$ cat src/plbk_pkg.sv
/*
 * Package for the PLL offset-limit and leaky-bucket alarm block: register
 * indices, reset values, field positions, timing counts and carrier types.
 * Assumes a single 20 MHz reference clock.
 */
package plbk_pkg;
	localparam int unsigned CLK_HZ          = 20_000_000;
	localparam int unsigned BUCKET_CYCLE_MS = 128;
	localparam int unsigned BUCKET_CYCLES   = (CLK_HZ / 1000) * BUCKET_CYCLE_MS;

	localparam logic [7:0] ADDR_SOFT_LIMIT  = 8'h4D;
	localparam logic [7:0] ADDR_RAISE_THR   = 8'h4E;
	localparam logic [7:0] ADDR_LOWER_THR   = 8'h51;
	localparam logic [7:0] ADDR_BUCKET_SIZE = 8'h52;
	localparam logic [7:0] ADDR_DECAY_RATE  = 8'h53;
	localparam logic [7:0] ADDR_HARD_LIMIT  = 8'h41;
	localparam logic [7:0] ADDR_STATUS      = 8'h60;
	localparam logic [7:0] ADDR_MASK        = 8'h61;
	localparam logic [7:0] ADDR_BUCKET_LVL  = 8'h62;

	localparam logic [7:0] RST_SOFT_LIMIT  = 8'h8E;
	localparam logic [7:0] RST_RAISE_THR   = 8'h06;
	localparam logic [7:0] RST_LOWER_THR   = 8'h04;
	localparam logic [7:0] RST_BUCKET_SIZE = 8'h08;
	localparam logic [7:0] RST_DECAY_RATE  = 8'h00;
	localparam logic [7:0] RST_HARD_LIMIT  = 8'h7F;
	localparam logic [7:0] RST_MASK        = 8'h00;

	localparam int unsigned PHLOSS_EN_BIT = 7;
	localparam int unsigned SOFT_ALM0_BIT = 4;
	localparam int unsigned SOFT_ALM1_BIT = 5;
	localparam int unsigned ST_SOFT0      = 0;
	localparam int unsigned ST_SOFT1      = 1;
	localparam int unsigned ST_PHLOST0    = 2;
	localparam int unsigned ST_PHLOST1    = 3;
	localparam int unsigned ST_ALM_RAISE  = 4;
	localparam int unsigned ST_ALM_CLEAR  = 5;

	typedef struct packed {
		logic [7:0] addr;
		logic [7:0] wdata;
		logic       wr;
		logic       rd;
	} plbk_req_t;

	typedef struct packed {
		logic       soft_alarm0;
		logic       soft_alarm1;
		logic       phase_lost0;
		logic       phase_lost1;
	} plbk_pll_flags_t;
endpackage

$ cat src/plbk_top.sv
/*
 * PLL soft/hard offset-limit alarms and a leaky-bucket inactivity alarm
 * with its register bank. Assumes a plain register port on ref_clk; PLL
 * offsets arrive as synchronous 2's complement words in 0.628 ppm units,
 * the input fault flag is asynchronous.
 */
// The strobed register port is this design's own decision.
`timescale 1ns/1ps
module plbk_top
	import plbk_pkg::*;
#(
	parameter int unsigned CYCLE_CLKS = BUCKET_CYCLES
) (
	input  wire logic                ref_clk,
	input  wire logic                reset_n,
	input  wire plbk_pkg::plbk_req_t req,
	output logic [7:0]               rdata,
	input  wire logic signed [7:0]   pll0_offset,
	input  wire logic signed [7:0]   pll1_offset,
	input  wire logic                pll0_phase_lost_raw,
	input  wire logic                pll1_phase_lost_raw,
	input  wire logic                ref_fault_async,
	output logic [7:0]               soft_status,
	output plbk_pkg::plbk_pll_flags_t pll_flags,
	output logic                     inactivity_alarm,
	output logic                     irq
);
	import plbk_pkg::*;

	// Checked at elaboration: the bucket timer needs two clocks per cycle at least
	if (CYCLE_CLKS < 2) begin : g_cycle_check
		$error("CYCLE_CLKS must be at least 2");
	end

	typedef enum logic [1:0] {
		PLBK_IDLE  = 2'b00,
		PLBK_ALARM = 2'b01
	} plbk_state_t;

	// Absolute value of an offset word, returned unsigned in 8 bits so -128 fits
	function automatic logic [7:0] plbk_abs(input logic signed [7:0] v);
		plbk_abs = v[7] ? 8'((~v) + 8'h01) : 8'(v);
	endfunction

	logic [7:0]      soft_q;
	logic [7:0]      soft_d;
	logic [7:0]      raise_q;
	logic [7:0]      raise_d;
	logic [7:0]      lower_q;
	logic [7:0]      lower_d;
	logic [7:0]      size_q;
	logic [7:0]      size_d;
	logic [7:0]      decay_q;
	logic [7:0]      decay_d;
	logic [7:0]      hard_q;
	logic [7:0]      hard_d;
	logic [7:0]      stat_q;
	logic [7:0]      stat_d;
	logic [7:0]      mask_q;
	logic [7:0]      mask_d;
	logic [7:0]      rdata_q;
	logic [7:0]      rdata_d;
	logic [7:0]      level_q;
	logic [7:0]      level_d;
	logic [3:0]      quiet_q;
	logic [3:0]      quiet_d;
	logic [31:0]     tick_q;
	logic [31:0]     tick_d;
	logic            fault_seen_q;
	logic            fault_seen_d;
	logic            sync1_q;
	logic            sync2_q;
	plbk_state_t     st_q;
	plbk_state_t     st_d;
	logic            alarm_q;
	logic            alarm_d;
	logic            irq_q;
	logic            irq_d;
	logic [7:0]      soft_status_q;
	logic [7:0]      soft_status_d;
	plbk_pll_flags_t flags_q;
	plbk_pll_flags_t flags_d;

	logic            cycle_end;
	logic [7:0]      abs0;
	logic [7:0]      abs1;
	logic [7:0]      soft_lim;
	logic            over0;
	logic            over1;
	logic            hard0;
	logic            hard1;
	logic [3:0]      decay_period;
	logic [7:0]      ev;

	// Two-flop synchroniser; only sync2_q is read by logic
	always_ff @(posedge ref_clk or negedge reset_n) begin
		if (!reset_n) begin
			sync1_q <= 1'b0;
			sync2_q <= 1'b0;
		end else begin
			sync1_q <= ref_fault_async;
			sync2_q <= sync1_q;
		end
	end

	always_comb begin
		abs0      = plbk_abs(pll0_offset);
		abs1      = plbk_abs(pll1_offset);
		soft_lim  = {1'b0, soft_q[6:0]};
		over0     = abs0 > soft_lim;
		over1     = abs1 > soft_lim;
		hard0     = abs0 >= hard_q;
		hard1     = abs1 >= hard_q;
		cycle_end = tick_q == 32'(CYCLE_CLKS - 1);
		case (decay_q[1:0])
			2'd0:    decay_period = 4'd1;
			2'd1:    decay_period = 4'd2;
			2'd2:    decay_period = 4'd4;
			default: decay_period = 4'd8;
		endcase
	end

	// Bucket cycle timer and accumulator
	always_comb begin
		tick_d       = cycle_end ? 32'h0 : tick_q + 32'h1;
		fault_seen_d = fault_seen_q | sync2_q;
		level_d      = level_q;
		quiet_d      = quiet_q;
		if (cycle_end) begin
			fault_seen_d = sync2_q;
			if (fault_seen_q || sync2_q) begin
				quiet_d = 4'h0;
				if (level_q < size_q)
					level_d = level_q + 8'h01;
			end else if (quiet_q + 4'h1 >= decay_period) begin
				quiet_d = 4'h0;
				if (level_q != 8'h00)
					level_d = level_q - 8'h01;
			end else begin
				quiet_d = quiet_q + 4'h1;
			end
		end
		// Shrinking the bucket clips the stored count at once
		if (level_d > size_q)
			level_d = size_q;
	end

	// Alarm hysteresis: raise at upper, clear at lower
	always_comb begin
		st_d = st_q;
		case (st_q)
			PLBK_IDLE:  if (level_q >= raise_q) st_d = PLBK_ALARM;
			PLBK_ALARM: if (level_q <= lower_q) st_d = PLBK_IDLE;
			default:    st_d = PLBK_IDLE;
		endcase
		alarm_d = (st_d == PLBK_ALARM);
	end

	// Register bank, sticky status with set winning over write-one clear
	always_comb begin
		soft_d  = soft_q;
		raise_d = raise_q;
		lower_d = lower_q;
		size_d  = size_q;
		decay_d = decay_q;
		hard_d  = hard_q;
		mask_d  = mask_q;
		rdata_d = 8'h00;
		ev      = 8'h00;
		ev[ST_SOFT0]     = over0;
		ev[ST_SOFT1]     = over1;
		ev[ST_PHLOST0]   = flags_d.phase_lost0;
		ev[ST_PHLOST1]   = flags_d.phase_lost1;
		ev[ST_ALM_RAISE] = (st_q == PLBK_IDLE) && (st_d == PLBK_ALARM);
		ev[ST_ALM_CLEAR] = (st_q == PLBK_ALARM) && (st_d == PLBK_IDLE);
		stat_d  = stat_q;
		if (req.wr) begin
			case (req.addr)
				ADDR_SOFT_LIMIT:  soft_d  = req.wdata;
				ADDR_RAISE_THR:   raise_d = req.wdata;
				ADDR_LOWER_THR:   lower_d = req.wdata;
				ADDR_BUCKET_SIZE: size_d  = req.wdata;
				ADDR_DECAY_RATE:  decay_d = {6'h00, req.wdata[1:0]};
				ADDR_HARD_LIMIT:  hard_d  = req.wdata;
				ADDR_STATUS:      stat_d  = stat_q & ~req.wdata;
				ADDR_MASK:        mask_d  = {2'h0, req.wdata[5:0]};
				default:          ;
			endcase
		end
		stat_d = stat_d | ev;
		if (req.rd) begin
			case (req.addr)
				ADDR_SOFT_LIMIT:  rdata_d = soft_q;
				ADDR_RAISE_THR:   rdata_d = raise_q;
				ADDR_LOWER_THR:   rdata_d = lower_q;
				ADDR_BUCKET_SIZE: rdata_d = size_q;
				ADDR_DECAY_RATE:  rdata_d = decay_q;
				ADDR_HARD_LIMIT:  rdata_d = hard_q;
				ADDR_STATUS:      rdata_d = stat_q;
				ADDR_MASK:        rdata_d = mask_q;
				ADDR_BUCKET_LVL:  rdata_d = level_q;
				default:          rdata_d = 8'h00;
			endcase
		end
		irq_d = |(stat_d & mask_d);
	end

	// PLL flags: soft alarm only flags, hard-limit option forces phase-lost
	always_comb begin
		soft_status_d = 8'h00;
		soft_status_d[SOFT_ALM0_BIT] = over0;
		soft_status_d[SOFT_ALM1_BIT] = over1;
		flags_d.soft_alarm0 = over0;
		flags_d.soft_alarm1 = over1;
		flags_d.phase_lost0 = pll0_phase_lost_raw |
			(soft_q[PHLOSS_EN_BIT] & hard0);
		flags_d.phase_lost1 = pll1_phase_lost_raw |
			(soft_q[PHLOSS_EN_BIT] & hard1);
	end

	always_ff @(posedge ref_clk or negedge reset_n) begin
		if (!reset_n) begin
			soft_q        <= RST_SOFT_LIMIT;
			raise_q       <= RST_RAISE_THR;
			lower_q       <= RST_LOWER_THR;
			size_q        <= RST_BUCKET_SIZE;
			decay_q       <= RST_DECAY_RATE;
			hard_q        <= RST_HARD_LIMIT;
			mask_q        <= RST_MASK;
			stat_q        <= 8'h00;
			rdata_q       <= 8'h00;
			level_q       <= 8'h00;
			quiet_q       <= 4'h0;
			tick_q        <= 32'h0;
			fault_seen_q  <= 1'b0;
			st_q          <= PLBK_IDLE;
			alarm_q       <= 1'b0;
			irq_q         <= 1'b0;
			soft_status_q <= 8'h00;
			flags_q       <= '0;
		end else begin
			soft_q        <= soft_d;
			raise_q       <= raise_d;
			lower_q       <= lower_d;
			size_q        <= size_d;
			decay_q       <= decay_d;
			hard_q        <= hard_d;
			mask_q        <= mask_d;
			stat_q        <= stat_d;
			rdata_q       <= rdata_d;
			level_q       <= level_d;
			quiet_q       <= quiet_d;
			tick_q        <= tick_d;
			fault_seen_q  <= fault_seen_d;
			st_q          <= st_d;
			alarm_q       <= alarm_d;
			irq_q         <= irq_d;
			soft_status_q <= soft_status_d;
			flags_q       <= flags_d;
		end
	end

	assign rdata            = rdata_q;
	assign soft_status      = soft_status_q;
	assign pll_flags        = flags_q;
	// Own flop rather than a state decode, so the pin cannot glitch
	assign inactivity_alarm = alarm_q;
	assign irq              = irq_q;
endmodule // plbk_top

$ cat config.mk
export PLATFORM = sky130hd
export DESIGN_NAME = plbk_top
export DESIGN_NICKNAME = d
export VERILOG_FILES = /design/src/plbk_pkg.sv /design/src/plbk_top.sv
export SDC_FILE = /design/constraint.sdc
export NUM_CORES = 1
export LEC_CHECK = 0
export BUFFER_PORTS_ARGS = -buffer_cell sky130_fd_sc_hd__buf_2
export CAP_MARGIN = 20
export CORE_UTILIZATION = 50
export DETAILED_ROUTE_END_ITERATION = 8
export PLACE_DENSITY = 0.68
export SLEW_MARGIN = 20
export SYNTH_ARGS = -nofsm -noshare
export SYNTH_HDL_FRONTEND = slang
export SYNTH_SLANG_ARGS = --single-unit
$ cat constraint.sdc
create_clock -name ref_clk -period 5 [get_ports ref_clk]
set_input_delay 0.25 -clock ref_clk [delete_from_list [all_inputs] [get_ports ref_clk]]
set_output_delay 0.25 -clock ref_clk [all_outputs]
set_load 0.005 [all_outputs]
==> reports/results.ini <==
[routing]
avgRoutedWirePerCell_um=18.4
firstDrtPassIters=5
wl_um=18900
vias=6227
ant_nets=0
routed_via_density=6.08
drtIter0Drc=491
route.detailed.drc=0

[finish]
final_common_cell=dfrtp_1
multi_input_area_um2=4310
fillers=1268
design_area_um2=8700
area.sequential_um2=3050
insertedDiodeCount=0
post-route-util=0.590
nets=940
synthToLayoutAreaGrowth_pct=13.5
drive_gt1_frac=0.204
final_cell_mix=dfrtp_1, ha_1, inv_1, buf_2, nor2_1

[power_and_ir_drop]
intPower_w=0.00215
p_clk_frac=0.353
p_switching_w=0.00108
seqPwrFrac=0.361
pwr-share-comb=0.285
power_density_nw_per_um2=372
leakage_nw=3.90
peakVddDrop_mv=0.302
p_sw_frac=0.335

[grt]
antenna_found_initial=0
track_usage=0.252
grt_pass1_wl_um=31100
grt_max_degree=80
grt.overflow.total=0
first_global_vias=6236

[setup_path]
r2r-end=level_q[2]
critical_path.max_fanout=12
crit_path_end_kind=flop
rr_worst_depth=14
r2r_setup_slack_ps=820
worstReg2RegStart=quiet_q[0]
start_kind=flop
required_ps=5310
worstPathArrival_ps=4500
crit_type=reg2reg

[clock_network]
cts_root_buf=clkbuf_16
cts_setup_buffers=0
cts_tree=yes
clock-sinks=121
post_cts_resized=0
cts.reportedPaths.clkPinSlew_ps=50
cts_buffer_depth=2
postCtsHoldBufs=1
htreeDepth=4
cts_made_buffers=17
clk_latency_ps=420

[min_path]
hold_path_class=in2reg
min_delay_path_depth=3
min_from=pll0_phase_lost_raw
hold_end=stat_q[2]

[placement]
port_buffers=54
placed_area_um2=8090
hpwl_um=14100
gp_congestion=0.881

[synthesis]
seq_area_frac_synth=0.398
ys_types=73
synth_top_area_frac=0.346
synth.cell_area_um2=7660
synth_edf_count=0
avgSynthCellArea_um2=10.0
yosys_warnings=0
syn_inst=764
synth_ff_type=dfrtp_1
synthArstFlopShare=1.00
yosys_register_bits=121
yosysTopAreaCell=dfrtp_1
synth_area_leaders=dfrtp_1, ha_1, mux2_2

[die]
start_util=0.519
die_area_um2=15800
core-area_um2=14800
chipHeight_um=126
io_pins=61
die_x_um=126
num_rows=44

[timing]
tightest_slew_ps=1240
finalHoldViolCount=0
setup_viol=0
period_share=0.836
min_period_ps=4180
fmax_mhz=239
slew_headroom=0.166
slew_violations=0
fin_skew_ps=7.56
finalSetupTns_ps=0
rsz0062_at_grt=false

[run_status]
status=finished clean

[flow_run]
maxCapViolations=0

-- power by group through the flow --
stage                     logic [W]  registers, W  clock network, W
after floorplan            0.000650       0.00113                 0
after global placement     0.000849       0.00118                 0
after detailed placement   0.000896       0.00118                 0
after CTS                  0.000910       0.00116           0.00116
after global routing        0.00105       0.00118           0.00120
final                      0.000923       0.00117           0.00114
-- synthesized netlist by cell type, types with 7 or more instances --
master and count:
a211oi_1 7, a21boi_0 7, a21o_1 9, a21oi_1 34
a222oi_1 8, a22o_1 13, a22oi_1 7, a31oi_1 11
and3_1 12, buf_4 8, clkbuf_1 10, dfrtp_1 106
dfstp_2 15, ha_1 72, inv_1 53, mux2_2 47
nand2_1 44, nand2b_1 8, nand3_1 34, nand4_1 20
nor2_1 50, nor2b_1 8, nor3_1 14, nor4_1 8
o21ai_0 22, o31ai_1 7, or3_1 9, xnor2_1 27
xor2_1 14
-- sequential cells by signal, indices dropped and copies added (netlist names) --
register	cells
mask_q	8
inactivity_alarm	1
hard_q	8
sync1_q	1
fault_seen_q	1
pll_flags	2
size_q	8
rdata	8
irq	1
sync2_q	1
st_q	2
tick_q	32
stat_q	8
lower_q	8
raise_q	8
soft_q	8
quiet_q	4
level_q	8
soft_status	2
decay_q	2
-- cell type report --
class,count,area share
Clock inverter,7,0.00805
Sequential cell,121,0.350
Tap cell,184,0.0265
Clock buffer,23,0.0549
Multi-Input combinational cell,573,0.495
Timing Repair Buffer,63,0.0420
Inverter,53,0.0229
-- per-layer routing --
metal  up-vias  track usage  share of wire
li1       2937            -              -
met1      3063        0.341           0.47
met2       202        0.409           0.46
met3        25       0.0506          0.055
met4         0       0.0765          0.014
met5         -            0              0
-- kinds of logic (layout without fill, tap and decap cells) --
family | count (synthesis) | after routing | share of synthesized area
xor+xnor | 41 | 41 | 0.0469
flops | 121 | 121 | 0.398
mux | 49 | 49 | 0.0723
buf+inv | 76 | 146 | 0.0442
simple gates | 243 | 243 | 0.173
compound gates | 161 | 161 | 0.148
other cells | 1 | 7 | 0.000489
fa+ha+maj | 72 | 72 | 0.118
-- worst max-delay path by stage --
| stage | to | depth (start not counted) | startpoint |
|---|---|---|---|
| after floorplan | level_q[1] | 18 | quiet_q[0] |
| after global placement | level_q[0] | 16 | quiet_q[0] |
| after detailed placement | level_q[0] | 16 | quiet_q[0] |
| after CTS | level_q[0] | 16 | quiet_q[0] |
| after global routing | level_q[2] | 14 | quiet_q[0] |
| final | level_q[2] | 14 | quiet_q[0] |
-- worst max-delay path, stage by stage (launching register included) --
cell and delay, ps:
dfrtp_1 410, ha_1 340, ha_1 300, a2111oi_1 630, nor3_2 250, and4b_1 270, a211oi_1 310, nand2_1 100
ha_1 300, nand2_1 50, o21ai_0 300, mux2_2 240, o31a_1 220, nor2_1 80, a221oi_1 280
-- through the flow --
stage	total power [W]	hold slack, ps	cells	setup WS (ps)
final	0.00323	115	1024	819
after CTS	0.00323	33.0	1022	611
after global routing	0.00343	118	1024	428
after detailed placement	0.00208	339	991	631
after floorplan	0.00178	-45.6	770	1190
after global placement	0.00203	333	991	732
Note: power is estimated with default switching activity, not from simulation.
